**config.mk**
```make
export PLATFORM = sky130hd
export DESIGN_NAME = uart_flow_ctrl
export DESIGN_NICKNAME = d
export VERILOG_FILES = /design/src/rtl/uart_tx_shifter.v /design/src/rtl/uart_flow_ctrl.v
export VERILOG_INCLUDE_DIRS = /design/src /design/src/rtl
export SDC_FILE = /design/constraint.sdc
export NUM_CORES = 1
export LEC_CHECK = 0
export BUFFER_PORTS_ARGS = -buffer_cell sky130_fd_sc_hd__buf_2
export CAP_MARGIN = 10
export CORE_UTILIZATION = 57
export CTS_BUF_LIST = sky130_fd_sc_hd__clkbuf_4 sky130_fd_sc_hd__clkbuf_8
export CTS_CLUSTER_DIAMETER = 50
export DETAILED_ROUTE_END_ITERATION = 8
export PLACE_DENSITY = 0.74
export SETUP_SLACK_MARGIN = 0.1
export SLEW_MARGIN = 10
export SYNTH_ARGS = -nofsm -noshare
export SYNTH_HDL_FRONTEND = slang
export SYNTH_HIERARCHICAL = 1
export SYNTH_SLANG_ARGS = --single-unit
```
**constraint.sdc**
```tcl
create_clock -name i_clock -period 3.6 [get_ports i_clock]
set_input_delay 0.36 -clock i_clock [delete_from_list [all_inputs] [get_ports i_clock]]
set_output_delay 0.36 -clock i_clock [all_outputs]
set_load 0.02 [all_outputs]
```
**src/rtl/flow_ctrl_consts.vh**
```
`ifndef FLOW_CTRL_CONSTS_VH
`define FLOW_CTRL_CONSTS_VH

// register indexes on the plain register port
`define ADDR_FEATURE      4'h0
`define ADDR_MODEM        4'h1
`define ADDR_INT_ENABLE   4'h2
`define ADDR_INT_IDENT    4'h3
`define ADDR_THRESHOLD    4'h4
`define ADDR_RESUME_1     4'h5
`define ADDR_RESUME_2     4'h6
`define ADDR_PAUSE_1      4'h7
`define ADDR_PAUSE_2      4'h8
`define ADDR_LINE_CTRL    4'h9
`define ADDR_BAUD_DIV     4'hA
`define ADDR_STATUS       4'hB

// feature_ctrl_reg fields
`define FC_AUTO_CTS       7
`define FC_AUTO_RTS       6
`define FC_SPECIAL        5
`define FC_TX_HI          3
`define FC_TX_LO          2
`define FC_RX_HI          1
`define FC_RX_LO          0

// modem_ctrl_reg fields
`define MC_RESUME_ANY     5
`define MC_RTS            1

// int_enable_reg field
`define IE_PAUSE          5

// int_ident_reg read values
`define IDENT_PAUSE       8'h10
`define IDENT_NONE        8'h01

// two-bit flow selections
`define SEL_NONE          2'h0
`define SEL_PAIR1         2'h2
`define SEL_PAIR2         2'h1
`define SEL_BOTH          2'h3

// reset values
`define RST_ZERO          8'h00
`define RST_BAUD_DIV      8'h01
`define RST_LINE_CTRL     8'h03

// one threshold step counts four fifo entries (shift of 2)
`define THR_SHIFT         2

// last oversampling tick of a serial bit, and mid point of a bit
`define TICKS_LAST        4'hF
`define TICKS_MID         4'h7

`endif

```
**src/rtl/uart_tx_shifter.v**
```verilog
`timescale 1ns/10ps
`include "flow_ctrl_consts.vh"
module uart_tx_shifter (
  // clock and reset
  input  wire       i_clock,
  input  wire       i_nrst,
  // 16x bit-rate enable
  input  wire       i_tick,
  // character request
  input  wire       i_start,
  input  wire [7:0] i_data,
  input  wire [1:0] i_wlen,
  // serial side and status
  output reg        o_tx,
  output wire       o_busy,
  output wire       o_stop_mid
);

  localparam S_IDLE  = 2'd0;
  localparam S_START = 2'd1;
  localparam S_DATA  = 2'd2;
  localparam S_STOP  = 2'd3;

  reg [1:0] state_reg;
  reg [3:0] sub_reg;
  reg [2:0] bit_reg;
  reg [7:0] shift_reg;

  wire [2:0] last_bit = {1'b1, i_wlen} ;
  wire       bit_end  = i_tick && (sub_reg == `TICKS_LAST);

  assign o_busy     = (state_reg != S_IDLE);
  assign o_stop_mid = (state_reg == S_STOP) && i_tick &&
                      (sub_reg == `TICKS_MID);

  always @(posedge i_clock or negedge i_nrst) begin
    if (!i_nrst) begin
      state_reg <= S_IDLE;
      sub_reg   <= 4'h0;
      bit_reg   <= 3'h0;
      shift_reg <= 8'h00;
      o_tx      <= 1'b1;
    end else begin
      if (i_tick)
        sub_reg <= sub_reg + 4'h1;
      case (state_reg)
        S_IDLE: begin
          o_tx <= 1'b1;
          if (i_start) begin
            shift_reg <= i_data;
            state_reg <= S_START;
            sub_reg   <= 4'h0;
            o_tx      <= 1'b0;
          end
        end
        S_START: begin
          if (bit_end) begin
            state_reg <= S_DATA;
            bit_reg   <= 3'h0;
            o_tx      <= shift_reg[0];
          end
        end
        S_DATA: begin
          if (bit_end) begin
            // only the low word-length bits go out
            if (bit_reg == last_bit) begin
              state_reg <= S_STOP;
              o_tx      <= 1'b1;
            end else begin
              bit_reg   <= bit_reg + 3'h1;
              shift_reg <= {1'b0, shift_reg[7:1]};
              o_tx      <= shift_reg[1];
            end
          end
        end
        S_STOP: begin
          if (bit_end)
            state_reg <= S_IDLE;
        end
        default: state_reg <= S_IDLE;
      endcase
    end
  end

endmodule // uart_tx_shifter

```
**src/rtl/uart_flow_ctrl.v**
```verilog
`timescale 1ns/10ps
`include "flow_ctrl_consts.vh"
module uart_flow_ctrl (
  // clock and reset
  input  wire       i_clock,
  input  wire       i_nrst,
  // register port
  input  wire [3:0] i_addr,
  input  wire [7:0] i_wdata,
  input  wire       i_wr,
  input  wire       i_rd,
  output reg  [7:0] o_rdata,
  // received characters from the deserialiser
  input  wire       i_rx_valid,
  input  wire [7:0] i_rx_data,
  input  wire       i_rx_err,
  // receive fifo
  input  wire [6:0] i_rxf_level,
  output reg        o_rxf_wr,
  output reg  [7:0] o_rxf_data,
  // transmit fifo
  input  wire       i_txf_empty,
  input  wire [7:0] i_txf_data,
  output wire       o_txf_rd,
  // modem pins and interrupt
  input  wire       i_cts_n,
  output reg        o_rts_n,
  output wire       o_tx,
  output wire       o_int
);

  localparam T_IDLE = 1'b0;
  localparam T_SEND = 1'b1;

  // threshold nibble to fifo entries
  function [6:0] thr;
    input [3:0] n;
    begin
      thr = {1'b0, n, 2'b00};
    end
  endfunction

  reg [7:0] feature_ctrl_reg;
  reg [7:0] modem_ctrl_reg;
  reg [7:0] int_enable_reg;
  reg [7:0] flow_threshold_reg;
  reg [7:0] resume_char_1;
  reg [7:0] resume_char_2;
  reg [7:0] pause_char_1;
  reg [7:0] pause_char_2;
  reg [7:0] line_ctrl_reg;
  reg [7:0] baud_div_reg;

  reg       flag_reg;
  reg       flag_src_special_reg;
  reg       halted_reg;
  reg       held_v_reg;
  reg       held_resume_reg;
  reg [7:0] held_d_reg;
  reg       reissue_v_reg;
  reg [7:0] reissue_d_reg;
  reg       reissue_e_reg;
  reg       pause_sent_reg;
  reg [1:0] sent_sel_reg;
  reg       tok_state_reg;
  reg       tok_resume_reg;
  reg [1:0] tok_sel_reg;
  reg       tok_idx_reg;
  reg       cts_meta_reg;
  reg       cts_sync_reg;
  reg       cts_block_reg;
  reg       start_gap_reg;
  reg [7:0] div_cnt_reg;
  reg       tick_reg;

  wire [1:0] rsel = feature_ctrl_reg[`FC_RX_HI:`FC_RX_LO];
  wire [1:0] tsel = feature_ctrl_reg[`FC_TX_HI:`FC_TX_LO];
  wire       ident_rd = i_rd && (i_addr == `ADDR_INT_IDENT);

  // register writes
  always @(posedge i_clock or negedge i_nrst) begin
    if (!i_nrst) begin
      feature_ctrl_reg   <= `RST_ZERO;
      modem_ctrl_reg     <= `RST_ZERO;
      int_enable_reg     <= `RST_ZERO;
      flow_threshold_reg <= `RST_ZERO;
      resume_char_1      <= `RST_ZERO;
      resume_char_2      <= `RST_ZERO;
      pause_char_1       <= `RST_ZERO;
      pause_char_2       <= `RST_ZERO;
      line_ctrl_reg      <= `RST_LINE_CTRL;
      baud_div_reg       <= `RST_BAUD_DIV;
    end else if (i_wr) begin
      case (i_addr)
        `ADDR_FEATURE:    feature_ctrl_reg   <= i_wdata;
        `ADDR_MODEM:      modem_ctrl_reg     <= i_wdata;
        `ADDR_INT_ENABLE: int_enable_reg     <= i_wdata;
        `ADDR_THRESHOLD:  flow_threshold_reg <= i_wdata;
        `ADDR_RESUME_1:   resume_char_1      <= i_wdata;
        `ADDR_RESUME_2:   resume_char_2      <= i_wdata;
        `ADDR_PAUSE_1:    pause_char_1       <= i_wdata;
        `ADDR_PAUSE_2:    pause_char_2       <= i_wdata;
        `ADDR_LINE_CTRL:  line_ctrl_reg      <= i_wdata;
        `ADDR_BAUD_DIV:   baud_div_reg       <= i_wdata;
        default: ;
      endcase
    end
  end

  // register reads, data one cycle after the strobe
  always @(posedge i_clock or negedge i_nrst) begin
    if (!i_nrst) begin
      o_rdata <= 8'h00;
    end else if (i_rd) begin
      case (i_addr)
        `ADDR_FEATURE:    o_rdata <= feature_ctrl_reg;
        `ADDR_MODEM:      o_rdata <= modem_ctrl_reg;
        `ADDR_INT_ENABLE: o_rdata <= int_enable_reg;
        `ADDR_INT_IDENT:  o_rdata <= flag_reg ? `IDENT_PAUSE
                                              : `IDENT_NONE;
        `ADDR_THRESHOLD:  o_rdata <= flow_threshold_reg;
        `ADDR_RESUME_1:   o_rdata <= resume_char_1;
        `ADDR_RESUME_2:   o_rdata <= resume_char_2;
        `ADDR_PAUSE_1:    o_rdata <= pause_char_1;
        `ADDR_PAUSE_2:    o_rdata <= pause_char_2;
        `ADDR_LINE_CTRL:  o_rdata <= line_ctrl_reg;
        `ADDR_BAUD_DIV:   o_rdata <= baud_div_reg;
        `ADDR_STATUS:     o_rdata <= {4'h0, pause_sent_reg, tok_state_reg,
                                      cts_block_reg, halted_reg};
        default:          o_rdata <= 8'h00;
      endcase
    end else begin
      o_rdata <= 8'h00;
    end
  end

  // receive side: a deferred char replays one cycle after a broken pair;
  // char strobes are a character time apart so the slot never collides
  wire       in_v = reissue_v_reg | i_rx_valid;
  wire [7:0] in_d = reissue_v_reg ? reissue_d_reg : i_rx_data;
  wire       in_e = reissue_v_reg ? reissue_e_reg : i_rx_err;

  wire p1 = !in_e && (in_d == pause_char_1);
  wire p2 = !in_e && (in_d == pause_char_2);
  wire r1 = !in_e && (in_d == resume_char_1);
  wire r2 = !in_e && (in_d == resume_char_2);

  wire mode_any = (rsel == `SEL_BOTH) &&
                  (tsel == `SEL_PAIR1 || tsel == `SEL_PAIR2);
  wire mode_seq = (rsel == `SEL_BOTH) && !mode_any;

  wire single_p = (rsel == `SEL_PAIR1 && p1) ||
                  (rsel == `SEL_PAIR2 && p2) ||
                  (mode_any && (p1 || p2));
  wire single_r = (rsel == `SEL_PAIR1 && r1) ||
                  (rsel == `SEL_PAIR2 && r2) ||
                  (mode_any && (r1 || r2));
  wire resume_any = halted_reg && modem_ctrl_reg[`MC_RESUME_ANY];

  reg       act_pause;
  reg       act_resume;
  reg       special;
  reg       hold_set;
  reg       hold_clr;
  reg       reissue;
  reg       wr;
  reg [7:0] wr_d;

  always @* begin
    act_pause  = 1'b0;
    act_resume = 1'b0;
    special    = 1'b0;
    hold_set   = 1'b0;
    hold_clr   = 1'b0;
    reissue    = 1'b0;
    wr         = 1'b0;
    wr_d       = in_d;
    if (in_v) begin
      if (held_v_reg) begin
        hold_clr = 1'b1;
        if (held_resume_reg ? r2 : p2) begin
          act_pause  = !held_resume_reg;
          act_resume = held_resume_reg;
        end else begin
          wr      = 1'b1;
          wr_d    = held_d_reg;
          reissue = 1'b1;
        end
      end else if (single_p) begin
        act_pause = 1'b1;
      end else if (resume_any && !(mode_seq && p1)) begin
        act_resume = 1'b1;
        // a first resume char acts alone here, so it is stored
        wr = !single_r;
      end else if (single_r) begin
        act_resume = 1'b1;
      end else if (mode_seq && (p1 || r1)) begin
        hold_set = 1'b1;
      end else begin
        wr = 1'b1;
      end
      if (wr && !reissue && feature_ctrl_reg[`FC_SPECIAL] &&
          !in_e && (in_d == pause_char_2))
        special = 1'b1;
    end
  end

  always @(posedge i_clock or negedge i_nrst) begin
    if (!i_nrst) begin
      o_rxf_wr        <= 1'b0;
      o_rxf_data      <= 8'h00;
      held_v_reg      <= 1'b0;
      held_resume_reg <= 1'b0;
      held_d_reg      <= 8'h00;
      reissue_v_reg   <= 1'b0;
      reissue_d_reg   <= 8'h00;
      reissue_e_reg   <= 1'b0;
      halted_reg      <= 1'b0;
    end else begin
      o_rxf_wr      <= wr;
      if (wr)
        o_rxf_data  <= wr_d;
      reissue_v_reg <= reissue;
      if (reissue) begin
        reissue_d_reg <= in_d;
        reissue_e_reg <= in_e;
      end
      if (hold_set) begin
        held_v_reg      <= 1'b1;
        held_resume_reg <= r1;
        held_d_reg      <= in_d;
      end else if (hold_clr) begin
        held_v_reg      <= 1'b0;
      end
      if (act_pause)
        halted_reg <= 1'b1;
      else if (act_resume)
        halted_reg <= 1'b0;
    end
  end

  // pause flag: a new event beats a clear in the same cycle
  always @(posedge i_clock or negedge i_nrst) begin
    if (!i_nrst) begin
      flag_reg             <= 1'b0;
      flag_src_special_reg <= 1'b0;
    end else if (act_pause) begin
      flag_reg             <= 1'b1;
      flag_src_special_reg <= 1'b0;
    end else if (special) begin
      flag_reg             <= 1'b1;
      flag_src_special_reg <= 1'b1;
    end else if (act_resume && !flag_src_special_reg) begin
      flag_reg             <= 1'b0;
    end else if (ident_rd && flag_src_special_reg) begin
      flag_reg             <= 1'b0;
      flag_src_special_reg <= 1'b0;
    end
  end

  assign o_int = flag_reg && int_enable_reg[`IE_PAUSE];

  // 16x bit-rate enable, divisor 0 behaves as 1
  always @(posedge i_clock or negedge i_nrst) begin
    if (!i_nrst) begin
      div_cnt_reg <= 8'h00;
      tick_reg    <= 1'b0;
    end else if (div_cnt_reg == 8'h00) begin
      div_cnt_reg <= (baud_div_reg == 8'h00) ? 8'h00
                                             : baud_div_reg - 8'h01;
      tick_reg    <= 1'b1;
    end else begin
      div_cnt_reg <= div_cnt_reg - 8'h01;
      tick_reg    <= 1'b0;
    end
  end

  // transmit side
  wire       tx_busy;
  wire       stop_mid;
  wire       auto_cts = feature_ctrl_reg[`FC_AUTO_CTS];
  wire       can_start = !tx_busy && !start_gap_reg;
  wire       above = i_rxf_level > thr(flow_threshold_reg[3:0]);
  wire       at_resume = i_rxf_level <= thr(flow_threshold_reg[7:4]);
  wire       need_resume = pause_sent_reg &&
                           (at_resume || tsel != sent_sel_reg);
  wire       need_pause = !pause_sent_reg && tsel != `SEL_NONE &&
                          above;
  wire       tok_go = can_start &&
                      (tok_state_reg == T_SEND || need_resume || need_pause);
  wire       go_resume = (tok_state_reg == T_SEND) ? tok_resume_reg
                                                   : need_resume;
  wire [1:0] go_sel = (tok_state_reg == T_SEND) ? tok_sel_reg :
                      need_resume ? sent_sel_reg : tsel;
  wire       go_second = (go_sel == `SEL_PAIR2) ||
                         (tok_state_reg == T_SEND && tok_idx_reg);
  wire [7:0] tok_char = go_resume ? (go_second ? resume_char_2
                                               : resume_char_1)
                                  : (go_second ? pause_char_2
                                               : pause_char_1);
  wire       tok_more = (go_sel == `SEL_BOTH) &&
                        !(tok_state_reg == T_SEND && tok_idx_reg);

  assign o_txf_rd = can_start && !tok_go && !i_txf_empty && !halted_reg &&
                    !(auto_cts && cts_block_reg);

  wire       tx_start = tok_go || o_txf_rd;
  wire [7:0] tx_data = tok_go ? tok_char : i_txf_data;

  always @(posedge i_clock or negedge i_nrst) begin
    if (!i_nrst) begin
      tok_state_reg  <= T_IDLE;
      tok_resume_reg <= 1'b0;
      tok_sel_reg    <= `SEL_NONE;
      tok_idx_reg    <= 1'b0;
      pause_sent_reg <= 1'b0;
      sent_sel_reg   <= `SEL_NONE;
      start_gap_reg  <= 1'b0;
    end else begin
      start_gap_reg <= tx_start;
      if (tok_go) begin
        case (tok_state_reg)
          T_IDLE: begin
            tok_resume_reg <= go_resume;
            tok_sel_reg    <= go_sel;
          end
          T_SEND: ;
          default: ;
        endcase
        if (tok_more) begin
          tok_state_reg <= T_SEND;
          tok_idx_reg   <= 1'b1;
        end else begin
          tok_state_reg <= T_IDLE;
          tok_idx_reg   <= 1'b0;
          if (go_resume) begin
            pause_sent_reg <= 1'b0;
          end else begin
            pause_sent_reg <= 1'b1;
            sent_sel_reg   <= go_sel;
          end
        end
      end
    end
  end

  // cts pin synchroniser; mid last stop bit decides the next character
  always @(posedge i_clock or negedge i_nrst) begin
    if (!i_nrst) begin
      cts_meta_reg  <= 1'b1;
      cts_sync_reg  <= 1'b1;
      cts_block_reg <= 1'b0;
    end else begin
      cts_meta_reg <= i_cts_n;
      cts_sync_reg <= cts_meta_reg;
      if (!auto_cts)
        cts_block_reg <= 1'b0;
      else if (!tx_busy || stop_mid)
        cts_block_reg <= cts_sync_reg;
    end
  end

  // auto rts follows fifo level with hysteresis
  always @(posedge i_clock or negedge i_nrst) begin
    if (!i_nrst) begin
      o_rts_n <= 1'b1;
    end else if (!feature_ctrl_reg[`FC_AUTO_RTS]) begin
      o_rts_n <= !modem_ctrl_reg[`MC_RTS];
    end else if (i_rxf_level >= thr(flow_threshold_reg[3:0])) begin
      o_rts_n <= 1'b1;
    end else if (at_resume) begin
      o_rts_n <= 1'b0;
    end
  end

  uart_tx_shifter u_shifter (
    .i_clock    (i_clock),
    .i_nrst     (i_nrst),
    .i_tick     (tick_reg),
    .i_start    (tx_start),
    .i_data     (tx_data),
    .i_wlen     (line_ctrl_reg[1:0]),
    .o_tx       (o_tx),
    .o_busy     (tx_busy),
    .o_stop_mid (stop_mid)
  );

endmodule // uart_flow_ctrl

```
# After elaboration in Yosys (flattened, before gate mapping)

Index checks and enable logic that the tools add are counted.

Bits in registers: 159
Bits of input ports: 43

Add/subtract/negate cells: 4
Magnitude comparators: 3
Eq/ne operators: 38
Multiplexer cells: 90
Bitwise gates (word level): 4
Reductions and logical operators: 99

Operator list:

| operator              | number |
|---|---|
| $mux W8               | 14 |
| $pmux W8 S12          | 1 |
| $mux W1               | 57 |
| $logic_and A1 B1 Y1   | 38 |
| $eq A8 B8 Y1          | 4 |
| $reduce_and A2 Y1     | 13 |
| $eq A4 B3 Y1 const B  | 5 |
| $eq A4 B4 Y1 const B  | 5 |
| $logic_not A1 Y1      | 16 |
| $logic_not A8 Y1      | 2 |
| $pmux W8 S2           | 1 |
| $sub A8 B1 Y8 const B | 2 |
| $logic_or A1 B1 Y1    | 14 |
| $mux W2               | 7 |
| $eq A2 B2 Y1 const B  | 6 |
| $mux W4               | 3 |
| $reduce_bool A2 Y1    | 6 |
| $ne A2 B1 Y1 const B  | 5 |
| $mux W3               | 3 |
| $eq A2 B1 Y1 const B  | 4 |
| $eq A4 B2 Y1 const B  | 2 |
| $pmux W2 S4           | 1 |
| $reduce_and A4 Y1     | 2 |
| $ge A7 B6 Y1          | 1 |
| 21 further kinds      | 26 |

# Longest topological paths before layout

Gate-level depths: netlist (run 1).

Word-level depth: 20
Depth in mapped cells: 13

# Cells and area by module

The synthesis (run 1) kept the hierarchy.

By module, submodules not included:

| module          | times used | cells each | area each (um^2) |
|---|---|---|---|
| uart_flow_ctrl  | 1          | 707        | 7835.0 |
| uart_tx_shifter | 1          | 100        | 1102.3 |

# Least setup slack after synthesis (run 1)

No wires, ideal clock.

Kind: reg2reg
Start: register flow_threshold_reg[6]
End: register u_shifter.shift_reg[0]
Setup time: 125 ps
Arrival: 3117 ps
Required time: 3475 ps
Path slack: 358 ps
Cell stages (with the launch flop): 13
Buffers on the path: 0
Cell sequence: dfrtp_1 > inv_1 > ha_1 > and4_1 > nand2_1 > o211ai_1 > a211o_1 > a211oi_1 > nor2_1 > or2_2 > nor2_1 > nand4b_4 > mux2_2

Cells in the longest elaborated chain, start to end: 14

Ends and longest elaborated chain:

| element                              | line                 | RTL |
|---|---|---|
| from (decl)                          | uart_flow_ctrl.v:46  | `reg [7:0] flow_threshold_reg;` |
| from (signal assigned)               | uart_flow_ctrl.v:86  | `` flow_threshold_reg <= `RST_ZERO; `` |
| from (signal assigned)               | uart_flow_ctrl.v:98  | `` `ADDR_THRESHOLD: flow_threshold_reg <= i_wdata; `` |
| $le A7 B6 Y1 *                       | uart_flow_ctrl.v:284 | `wire at_resume = i_rxf_level <= thr(flow_threshold_reg[7:4]);` |
| $logic_or A1 B1 Y1 *                 | uart_flow_ctrl.v:286 | `(at_resume \|\| tsel != sent_sel_reg);` |
| $logic_and A1 B1 Y1 *                | uart_flow_ctrl.v:285 | `wire need_resume = pause_sent_reg &&` |
| $logic_or A1 B1 Y1 * (2 in series)   | uart_flow_ctrl.v:290 | `(tok_state_reg == T_SEND \|\| need_resume \|\| need_pause);` |
| $logic_and A1 B1 Y1 *                | uart_flow_ctrl.v:289 | `wire tok_go = can_start &&` |
| $logic_not A1 Y1                     | uart_flow_ctrl.v:304 | `assign o_txf_rd = can_start && !tok_go && !i_txf_empty && !halted_reg &&` |
| $logic_and A1 B1 Y1 (4 in series)    | uart_flow_ctrl.v:304 |  |
| $logic_or A1 B1 Y1 *                 | uart_flow_ctrl.v:307 | `wire tx_start = tok_go \|\| o_txf_rd;` |
| net tx_start                         | uart_flow_ctrl.v:307 |  |
| $ne A2 B2 Y1 (no source line) *      | -                    |  |
| $reduce_and A4 Y1 (no source line) * | -                    |  |
| to (signal assigned)                 | uart_tx_shifter.v:50 | `shift_reg <= i_data;` |
| to (signal assigned)                 | uart_tx_shifter.v:71 | `shift_reg <= {1'b0, shift_reg[7:1]};` |
| to (decl)                            | uart_tx_shifter.v:27 | `reg [7:0] shift_reg;` |

Mark *: on every way through the listed nets, which the timed path passes. The rest lies on a longest branch. The select of a mux whose other input is x is not followed.
A chain may end at the register's enable or synchronous reset.

# Final worst setup path (run 1)

Start: register flow_threshold_reg[7]
End: register u_shifter.shift_reg[3]

Same word-level chain as after synthesis.

==> key figures, run 1 <==
Status
  • Status: complete, no violations

STA
  • Tmin final: 3270 ps
  • Worst hold margin: 193 ps
  • Setup TNS: 0 ps
  • Worst Skew: a little over 10 ps
  • Final period util: approximately nine tenths
  • Fin. max-slew vios: 0
  • Fmax: 305 MHz
  • Unrepaired setup endpoints after global routing: no
  • Endpoints failing setup: 0
  • Slew @ Worst Pin: around 990 ps
  • Final hold vios: 0
  • Slew margin rel.: between 30% and 40%
  • Setup ws final: 327 ps

Drt
  • Drt wl/cell: between 20 and 25 um
  • Vias: 6888
  • DR iter-0 viols: 541
  • DR pass1 iterations: 5
  • Final wirelength: 23200 um
  • Final ANT Viol Nets: 0
  • DRC viols: 0
  • Vias per cell: 6.32

Finish
  • Most frequent cells in the layout: dfrtp_1, mux2_2, buf_2
  • Most common cell after layout, fill and taps aside: dfrtp_1
  • Nets: ~930
  • Layout cell share with drive strength beyond 1: a little under a third
  • Non-filler cells, final: 1090
  • Design area: approximately 0.01 mm2
  • Area Growth Syn to Fin: 12.1%
  • Diode count: 0
  • Fin util: between 60 and 70%

Floorplan
  • Die W: 127 um
  • FP Rows: 45
  • Initial Utilization: 58.6%
  • Core ar.: approximately 0.015 mm2
  • DIE HEIGHT: 127 um
  • Die area: roughly 0.016 mm2
  • Io pins: 64

Yosys
  • Total of flip-flops plus latches after synthesis: between 150 and 200
  • Main synth FF type: dfrtp_1
  • Syn_nets: 870
  • Area leader, netlist: dfrtp_1
  • Xor/xnor share of the synthesized area: 4.41%
  • Syn. warnings: 6
  • Synth Area in Compound Gates: 12.6%
  • Synth Area in Simple Gates: 12.3%
  • Post-synth EDFFs: 0
  • Synth Area per Inst: 11.1 um2
  • Post-Syn Area: 0.00894 mm2
  • Sequential element share of the synthesized area: between 40% and 50%
  • Largest family of logic cells by synthesized area: multiplexers
  • Post-synthesis mux area share: 20.1%
  • Most area-consuming cells after synthesis: dfrtp_1, mux2_2, xnor2_1
  • Mapped Cells: between 800 and 900
  • Cell variety after synth: 71
  • Post-synth top area share: 42.6%
  • Post-synthesis adder-cell area fraction: 2.80%
  • Proportion of synthesized flip-flops having asynchronous set or reset: 100%

Clock tree
  • Clock Latency Late Sink: between 400 and 500 ps
  • Htree depth: 4
  • Num Clock Sinks: 159
  • CTS root buffer: clkbuf_8
  • TritonCTS clock tree: done
  • Total CTS buffers: 17
  • Clock slew at reported path FFs: 90 ps
  • Clk buf depth: 2

Global route
  • Tot GR Track Use: 30.8%
  • Largest net degree at the start of global routing: 67
  • First-pass GRT wire length: 37600 um
  • Number of global-route vias before repair: 6942
  • Global route total overflow: 0
  • Initial antenna violation count: 0

Min path
  • Hold path cells: 2
  • Min-Delay Startpoint: i_rx_err
  • HP Class: input port to flop
  • Hold path endpoint: reissue_e_reg

Power and ir drop
  • Pleak: 4.19 nW
  • Total power: 6.40 mW
  • Pwr Density: 639 mW/mm2
  • Peak supply drop: 0.355 mV

Worst setup path
  • Worst path arrival time: 3630 ps
  • Reg2Reg Depth: 12
  • Data required, critical path: 3950 ps
  • CP endpoint kind: flop
  • Crit path kind: flop to flop
  • R2r setup slk: 330 ps
  • Worst r2r src: flow_threshold_reg[7]
  • Max FO, Critical Path: 10
  • Type of origin of the critical path: flop
  • Reg2reg end: u_shifter/shift_reg[3]

Placement
  • Hpwl dp: ~17000 um
  • Place WS: -227 ps
  • IO Port Bufs: 63
  • Placed cell area: 0.00949 mm2
  • DP Cell Count: 1056
  • GPL Wtd Cong: 1.01

Run
  • Max_cap viols: 0
## report_power, final
| group | internal [mW] | switching, mW | total, mW |
|---|---|---|---|
| combinational | 1.09 | 1.04 | 2.13 |
| clock | 0.905 | 0.657 | 1.56 |
| sequential | 2.22 | 0.488 | 2.71 |
## worst max-delay path: stages (launching register included)
cell      delay (ps)
dfrtp_1          390
inv_1             60
ha_1             280
and4_1           200
nand2_1           80
o211ai_1         120
a211o_1          320
a211oi_4         380
nor2_4           140
or2_2            380
nor2_2           200
nand4b_4         230
mux2_2           360
## worst max path at each step
stage | depth (start not counted) | start | slack, ps | endpoint
3_5_place_dp | 13 | i_rxf_level[3] | -230 | u_shifter/shift_reg[3]
2_1_floorplan | 12 | flow_threshold_reg[6] | 360 | u_shifter/shift_reg[0]
3_3_place_gp | 13 | i_rxf_level[3] | -70 | u_shifter/shift_reg[7]
4_1_cts | 13 | flow_threshold_reg[1] | 130 | u_shifter/shift_reg[3]
6_report | 12 | flow_threshold_reg[7] | 330 | u_shifter/shift_reg[3]
5_1_grt | 13 | flow_threshold_reg[1] | 110 | u_shifter/shift_reg[5]
## logic make-up (layout without fill, tap and decap cells)
logic type,Yosys count,in the layout
DFF,159,159
and+or+nand+nor,202,202
muxes,144,144
xor gates and xnor gates,45,45
buffers and inverters,68,140
adders and majority gates,20,20
AOI/OAI and AO/OA,169,169
## Yosys cell counts, types with 6 or more instances
cell type	count
dfrtp_1	152
mux2_2	112
nand2_1	48
nor2_1	40
a21oi_1	39
xnor2_1	35
clkbuf_1	29
o21ai_0	29
inv_1	23
o31ai_1	21
ha_1	20
nand3_1	17
nor3_1	15
a31oi_1	13
mux4_2	13
nand2b_1	12
nor2b_1	11
xor2_1	10
buf_1	9
mux2i_1	9
a211oi_1	8
a22oi_1	8
and4_1	8
nor4_1	8
a22o_1	7
dfstp_2	7
nand4_1	7
o22ai_1	7
and2_1	6
## layout make-up
type / count / area [um2]
well taps: 211 / 264
repair buffers: 85 / 504
clock inverters: 9 / 179
flip-flops and latches: 159 / 3990
multi-input cells: 580 / 4690
inverters: 23 / 86.3
fillers: 1160 / 5240
clock buffers: 23 / 298
## layer usage
layer / up-vias / GRT usage, % / part of all wire (%)
met5: - / 0 / 0
met4: 0 / 13.7 / 3.3
met3: 56 / 6.32 / 6.1
met2: 286 / 49.9 / 48
met1: 3451 / 40.3 / 43
li1: 3095 / - / -
## what timing repair did
item                       4_1_cts  5_1_grt
setup endpoints to repair        9       21
pin swaps                        0        1
buffers inserted                 0        0
hold buffers                     2        0
hold endpoints to repair        57        0
gates resized for setup          2        5
No activity file was read; power rests on OpenSTA's default activity.
==> run 2: changes to the inputs <==
--- a/config.mk
+++ b/config.mk
@@ -6,6 +6,7 @@
 export SDC_FILE = /design/constraint.sdc
 export NUM_CORES = 1
 export LEC_CHECK = 0
+export ABC_AREA = 1
 export BUFFER_PORTS_ARGS = -buffer_cell sky130_fd_sc_hd__buf_2
 export CAP_MARGIN = 10
 export CORE_UTILIZATION = 57
==> run 2 against run 1 <==
Net effect: hold slack improved by 1.9 ps; highest routed layer unchanged; cell area fell by 1.2%; core utilization shrank 0.80 points; clock-buffer cell count decreased by 2; critical path depth increased by 2; non-clock buffer count decreased by 16.
==> key figures, run 2 <==
Status
  • Status: complete, no violations (unchanged)

Yosys
  • Syn_nets: 1248 (was 870)
  • Synth Area per Inst: 7.56 um2 (was 11.1 um2)
  • Most area-consuming cells after synthesis: dfrtp_1, nand2_1, o21ai_0 (was dfrtp_1, mux2_2, xnor2_1)
  • Post-Syn Area: 0.00895 mm2 (was 0.00894 mm2)
  • Most frequent cells after synthesis: nand2_1, dfrtp_1, inv_1 (was dfrtp_1, mux2_2, nand2_1)
  • Total of flip-flops plus latches after synthesis: 159 (unchanged)
  • Main synth FF type: dfrtp_1 (unchanged)
  • Proportion of synthesized flip-flops having asynchronous set or reset: 100% (unchanged)
  • Most frequent cell after synthesis: nand2_1 (was dfrtp_1)
  • Syn. warnings: 6 (unchanged)
  • Post-synth EDFFs: 0 (unchanged)
  • Sequential element share of the synthesized area: 44.5% (was 44.6%)
  • Area leader, netlist: dfrtp_1 (unchanged)
  • Mapped Cells: 1185 (was 807)
  • Post-synth top area share: 42.5% (was 42.6%)
  • Cell variety after synth: 53 (was 71)

Finish
  • Layout cell share with drive strength beyond 1: 12.9% (was 31.4%)
  • Non-filler cells, final: 1470 (was 1090)
  • Most common cell after layout, fill and taps aside: nand2_1 (was dfrtp_1)
  • Area Growth Syn to Fin: 10.5% (was 12.1%)
  • Fill cells: 1388 (was 1160)
  • Design area: 0.00989 mm2 (was 0.0100 mm2)
  • Nets: 1309 (was 929)
  • Diode count: 0 (unchanged)
  • Most frequent cells in the layout: nand2_1, dfrtp_1, inv_1 (was dfrtp_1, mux2_2, buf_2)

Worst setup path
  • Worst path arrival time: 3350 ps (was 3630 ps)
  • Slowest-stage cell, CP: dfrtp_1 (unchanged)
  • Data required, critical path: 4010 ps (was 3950 ps)
  • Cell Chain, Critical Path: nand2_1 > nand2_1 > nand2_1 > nand2_1 > nand3_1 > nor2_1 > nand3_1 > nor2_2 > nor2_2 > nand2_4 > nand2_2 > inv_4 > nand2_1 > nand2_1 (was inv_1 > ha_1 > and4_1 > nand2_1 > o211ai_1 > a211o_1 > a211oi_4 > nor2_4 > or2_2 > nor2_2 > nand4b_4 > mux2_2)
  • Max FO, Critical Path: 36 (was 10)
  • Most frequent CP cell: nand2_1
  • Crit path kind: flop to flop (unchanged)
  • Worst path max stage delay: 850 ps (was 390 ps)
  • CP endpoint kind: flop (unchanged)
  • Type of origin of the critical path: flop (unchanged)

Floorplan
  • Core ar.: 0.0153 mm2 (unchanged)
  • Initial Utilization: 58.7% (was 58.6%)
  • FP Rows: 45 (unchanged)
  • DIE HEIGHT: 127 um (about the same)
  • Die area: 0.0162 mm2 (about the same)
  • Io pins: 64 (unchanged)
  • Die W: 127 um (about the same)

Global route
  • Initial antenna violation count: 0 (unchanged)
  • Number of global-route vias before repair: 7289 (was 6942)
  • Tot GR Track Use: 31.3% (was 30.8%)
  • First-pass GRT wire length: 38300 um (was 37600 um)
  • Largest net degree at the start of global routing: 76 (was 67)
  • Global route total overflow: 0 (unchanged)

Placement
  • IO Port Bufs: 63 (unchanged)
  • DP Cell Count: 1436 (was 1056)
  • Place WS: 616 ps (was -227 ps)
  • Placed cell area: 0.00943 mm2 (was 0.00949 mm2)
  • Hpwl dp: 17600 um (was 16600 um)
  • GPL Wtd Cong: 0.955 (was 1.01)

Drt
  • DR pass1 iterations: 5 (unchanged)
  • DR iter-0 viols: 870 (was 541)
  • Vias: 7982 (was 6888)
  • Final wirelength: 23700 um (was 23200 um)
  • DRC viols: 0 (unchanged)
  • Drt wl/cell: 16.1 um (was 21.2 um)
  • Final ANT Viol Nets: 0 (unchanged)
  • Vias per cell: 5.43 (was 6.32)

Min path
  • HP Class: input port to flop (unchanged)

Clock tree
  • # Post-CTS Setup Buffers: 0 (unchanged)
  • Total CTS buffers: 17 (unchanged)
  • TritonCTS clock tree: done (unchanged)
  • Clock Latency Late Sink: 460 ps (was 470 ps)
  • Clk buf depth: 2 (unchanged)
  • Htree depth: 4 (unchanged)
  • Num Clock Sinks: 159 (unchanged)
  • Clock slew at reported path FFs: 90 ps (about the same)
  • CTS root buffer: clkbuf_8 (unchanged)

STA
  • Worst Skew: 9.15 ps (was 10.3 ps)
  • Final hold vios: 0 (unchanged)
  • Endpoints failing setup: 0 (unchanged)
  • Slew @ Worst Pin: 896 ps (was 991 ps)
  • Unrepaired setup endpoints after global routing: no (unchanged)
  • Setup ws final: 655 ps (was 327 ps)
  • Setup TNS: 0 ps (unchanged)
  • Slew margin rel.: 39.8% (was 33.8%)
  • Fin. max-slew vios: 0 (unchanged)
  • Final period util: 81.8% (was 90.9%)
  • Tmin final: 2950 ps (was 3270 ps)
  • Fmax: 340 MHz (was 305 MHz)

Power and ir drop
  • Sw Pwr: 2.47 mW (was 2.18 mW)
  • Pleak: 5.11 nW (was 4.19 nW)
  • Seq pwr share: 41.8% (was 42.4%)
  • Switching Share: 40.1% (was 34.1%)
  • Peak supply drop: 0.419 mV (was 0.355 mV)
  • Logic pwr share: 34.6% (was 33.2%)
  • Int Power: 3.70 mW (was 4.22 mW)
  • Total power: 6.17 mW (was 6.40 mW)
  • Power share of the clock group: 23.6% (was 24.4%)
  • Pwr Density: 624 mW/mm2 (was 639 mW/mm2)

Run
  • Max_cap viols: 0 (unchanged)
-- run 2: changes by cell type after synthesis, moves of 30 or more --
| cell | before | now |
|---|---|---|
| nand3_1 | 17 | 64 |
| inv_1 | 23 | 141 |
| xnor2_1 | 35 | 5 |
| nor2_1 | 40 | 85 |
| o21ai_0 | 29 | 131 |
| nand2_1 | 48 | 375 |
| mux2_2 | 112 | 1 |
-- run 2: cells by family (layout without fill, tap and decap cells) --
family	Yosys count	count (layout)	synth area share [%]
compound gates	228	228	14.8
xor+xnor	12	12	1.17
fa+ha+maj	20	20	2.79
buf+inv	174	248	7.98
flops	159	159	44.5
mux	2	2	0.238
simple gates	590	590	28.4
-- run 2: final cells by class --
type | count | area [um2] | area share (%)
inverters | 147 | 559 | 5.65
repair buffers | 69 | 384 | 3.88
multi-input cells | 852 | 4260 | 43.0
clock buffers | 21 | 289 | 2.92
well taps | 211 | 264 | 2.67
clock inverters | 11 | 151 | 1.53
flip-flops and latches | 159 | 3990 | 40.3
-- run 2: worst paths after layout --
path | cells past startpoint | slack [ps] | to | from
hold / removal | 3 | 200 | o_rdata[0] | i_rd
hold reg to reg | 0 | 360 | cts_sync_reg | cts_meta_reg
setup / recovery | 14 | 650 | o_rxf_data[7] | reissue_v_reg
min in group asynchronous | 2 | 490 | o_rxf_data[6] | i_nrst
max in group asynchronous | 3 | 2210 | baud_div_reg[0] | i_nrst
setup reg to reg | 14 | 650 | o_rxf_data[7] | reissue_v_reg
-- run 2: worst max-delay path, delay by kind of cell, from the launching register on --
kind          cells  cell delay (ps)
buf+inv           1              140
simple gates     13             1880
flops             1              850
-- run 2: metal layers --
layer / routed length [um] / up-vias / GRT usage (%)
met4: 517 / 0 / 11.0
li1: - / 3980 / -
met2: 10000 / 314 / 44.4
met5: 0 / - / 0
met1: 11100 / 3652 / 46.0
met3: 2080 / 36 / 8.38
-- run 2: repair_timing --
| item | 4_1_cts | 5_1_grt |
|---|---|---|
| gates resized for setup | 0 | 0 |
| endpoints found under the hold margin | 74 | 0 |
| hold buffers | 2 | 0 |
-- run 2: metrics by stage --
| stage | util, % | hold slack (ps) |
|---|---|---|
| 5_1_grt | 64.8 | 173 |
| 3_5_place_dp | 61.8 | 347 |
| 3_3_place_gp | 61.8 | 346 |
| 4_1_cts | 64.8 | 168 |
| 2_1_floorplan | - | 64.4 |
| 6_report | 64.8 | 195 |
-- run 2: power groups by stage --
stage                     Clock [mW]  Sequential, mW  Combinational, mW
after floorplan                    0            2.48               1.58
after global placement             0            2.59               2.07
after detailed placement           0            2.59               2.10
after CTS                       1.48            2.56               2.11
after global routing            1.54            2.62               2.44
final                           1.46            2.58               2.14
==> run 3: changes to the inputs <==
--- a/config.mk
+++ b/config.mk
@@ -13,7 +13,7 @@
 export CTS_BUF_LIST = sky130_fd_sc_hd__clkbuf_4 sky130_fd_sc_hd__clkbuf_8
 export CTS_CLUSTER_DIAMETER = 50
 export DETAILED_ROUTE_END_ITERATION = 8
-export PLACE_DENSITY = 0.74
+export PLACE_DENSITY = 0.77
 export SETUP_SLACK_MARGIN = 0.1
 export SLEW_MARGIN = 10
 export SYNTH_ARGS = -nofsm -noshare
==> constraint.sdc (replaced) <==
create_clock -name i_clock -period 2.45 [get_ports i_clock]
set_input_delay 0.245 -clock i_clock [delete_from_list [all_inputs] [get_ports i_clock]]
set_output_delay 0.245 -clock i_clock [all_outputs]
set_load 0.02 [all_outputs]
==> run 3 against run 2 <==
Net effect: critical path depth up 3; clock power up 53%; sequential cell count stayed put; routed wire length increased by 11%; via count up 9.8%; critical path type unchanged.
==> key figures, run 3 (synthesis gave the netlist of run 2 again) <==
Floorplan
  • DIE HEIGHT: 127 um (unchanged)
  • Initial Utilization: 58.7% (unchanged)
  • Io pins: 64 (unchanged)
  • Die area: 0.0162 mm2 (unchanged)
  • Die W: 127 um (unchanged)
  • Core ar.: 0.0153 mm2 (unchanged)
  • FP Rows: 45 (unchanged)

Finish
  • Fill cells: 1159 (was 1388)
  • Design area: 0.0108 mm2 (was 0.00989 mm2)
  • Most frequent cells in the layout: nand2_1, dfrtp_1, inv_1 (unchanged)
  • Diode count: 0 (unchanged)
  • Nets: 1359 (was 1309)
  • Most common cell after layout, fill and taps aside: nand2_1 (unchanged)
  • Fin util: 71.0% (was 64.8%)
  • Non-filler cells, final: 1520 (was 1470)
  • Layout cell share with drive strength beyond 1: 21.7% (was 12.9%)
  • Area Growth Syn to Fin: 20.9% (was 10.5%)

STA
  • Tmin final: 2420 ps (was 2950 ps)
  • Endpoints failing setup: 0 (unchanged)
  • Final period util: 98.8% (was 81.8%)
  • Slew @ Worst Pin: 698 ps (was 896 ps)
  • Setup TNS: 0 ps (unchanged)
  • Unrepaired setup endpoints after global routing: yes (was no)
  • Fmax: 413 MHz (was 340 MHz)
  • Worst Skew: 20.3 ps (was 9.15 ps)
  • Slew margin rel.: 53.5% (was 39.8%)
  • Fin. max-slew vios: 0 (unchanged)
  • Final hold vios: 0 (unchanged)

Worst setup path
  • Type of origin of the critical path: flop (unchanged)
  • Worst r2r src: flow_threshold_reg[6] (was reissue_v_reg)
  • Data required, critical path: 2810 ps (was 4010 ps)
  • CP endpoint kind: flop (unchanged)
  • Crit path kind: flop to flop (unchanged)
  • Crit path launch: flow_threshold_reg[6] (was reissue_v_reg)
  • Max FO, Critical Path: 4 (was 36)
  • Worst path arrival time: 2790 ps (was 3350 ps)

Placement
  • GPL Wtd Cong: 0.984 (was 0.955)
  • Hpwl dp: 17900 um (was 17600 um)
  • Placed cell area: 0.00961 mm2 (was 0.00943 mm2)
  • IO Port Bufs: 63 (unchanged)
  • DP Cell Count: 1454 (was 1436)

Clock tree
  • Num Clock Sinks: 159 (unchanged)
  • TritonCTS clock tree: done (unchanged)
  • Htree depth: 4 (unchanged)
  • Clock slew at reported path FFs: 90 ps (about the same)
  • Clock Latency Late Sink: 490 ps (was 460 ps)
  • Total CTS buffers: 17 (unchanged)
  • CTS root buffer: clkbuf_8 (unchanged)
  • Clk buf depth: 2 (unchanged)

Power and ir drop
  • Total power: 9.93 mW (was 6.17 mW)
  • Pleak: 5.45 nW (was 5.11 nW)
  • Pwr Density: 917 mW/mm2 (was 624 mW/mm2)
  • Peak supply drop: 0.769 mV (was 0.419 mV)

Drt
  • Vias per cell: 5.77 (was 5.43)
  • DRC viols: 0 (unchanged)
  • Vias: 8767 (was 7982)
  • DR pass1 iterations: 7 (was 5)
  • Final ANT Viol Nets: 0 (unchanged)
  • Drt wl/cell: 17.3 um (was 16.1 um)
  • DR iter-0 viols: 960 (was 870)
  • Final wirelength: 26300 um (was 23700 um)

Min path
  • HP Class: input port to flop (unchanged)
  • Min-Delay Startpoint: i_rd (unchanged)

Global route
  • Global route total overflow: 0 (unchanged)
  • Initial antenna violation count: 0 (unchanged)
  • First-pass GRT wire length: 39300 um (was 38300 um)
  • Tot GR Track Use: 32.0% (was 31.3%)
  • Largest net degree at the start of global routing: 55 (was 76)
  • Number of global-route vias before repair: 7620 (was 7289)

Status
  • Status: complete, no violations (unchanged)

Run
  • Max_cap viols: 0 (unchanged)
run 3: critical path: stages (launching register included):
cell and delay (ps):
dfrtp_1 360, inv_1 100, ha_4 290, nand2_2 70, nor2_2 90, nand2_1 80, a21oi_2 150, nand3b_1 150
nand3_1 90, nand2_2 140, buf_4 140, clkinvlp_4 110, a21oi_1 150, a21oi_1 100, nand2_1 90, nand2_1 50
nand3_1 80, nand2_1 70
run 3: report_power, final:
group	total (mW)	internal, mW	leakage [nW]	switching, mW
combinational	3.90	1.48	3.20	2.42
clock	2.23	1.16	0.223	1.07
sequential	3.81	3.22	2.03	0.588
total	9.93	5.85	5.45	4.08
run 3: timing repair:
item | in CTS | in global routing
buffers inserted | 1 | 24
pin swaps | 4 | 46
endpoints found under the setup margin | 28 | 49
gates resized for setup | 13 | 103
cloned | 1 | 6
hold buffers | 2 | 0
hold endpoints to repair | 51 | 0
run 3: final cells by class:
| type | instances | area, um2 | share of cell area [%] |
|---|---|---|---|
| clock buffer | 18 | 248 | 2.29 |
| clock inverter | 14 | 204 | 1.88 |
| inverter | 147 | 591 | 5.45 |
| multi-input combinational | 854 | 4660 | 43.1 |
| sequential | 159 | 3990 | 36.9 |
| tap | 211 | 264 | 2.44 |
| timing repair buffer | 115 | 850 | 7.85 |
| timing repair inverter | 2 | 18.8 | 0.173 |
run 3: per-layer routing:
layer,part of all wire (%),GRT usage (%)
met1,42,44.6
met2,45,48.0
met4,3.4,12.3
met3,9.8,8.08
met5,0,0
run 3: final timing paths:
kind	cells past startpoint	end	slack (ps)
max in group asynchronous	3	cts_sync_reg	1390
setup / recovery	17	u_shifter/shift_reg[0]	30
hold reg to reg	0	cts_sync_reg	360
hold / removal	3	o_rdata[4]	80
setup reg to reg	17	u_shifter/shift_reg[0]	30
min in group asynchronous	2	reissue_d_reg[3]	280
run 3: per-stage QoR:
stage          setup slack [ps]  hold slack [ps]
3_3_place_gp               98.9              245
2_1_floorplan               134            -50.6
6_report                   28.3             77.7
3_5_place_dp               14.1              243
5_1_grt                   -60.0             83.0
4_1_cts                    33.4             71.6
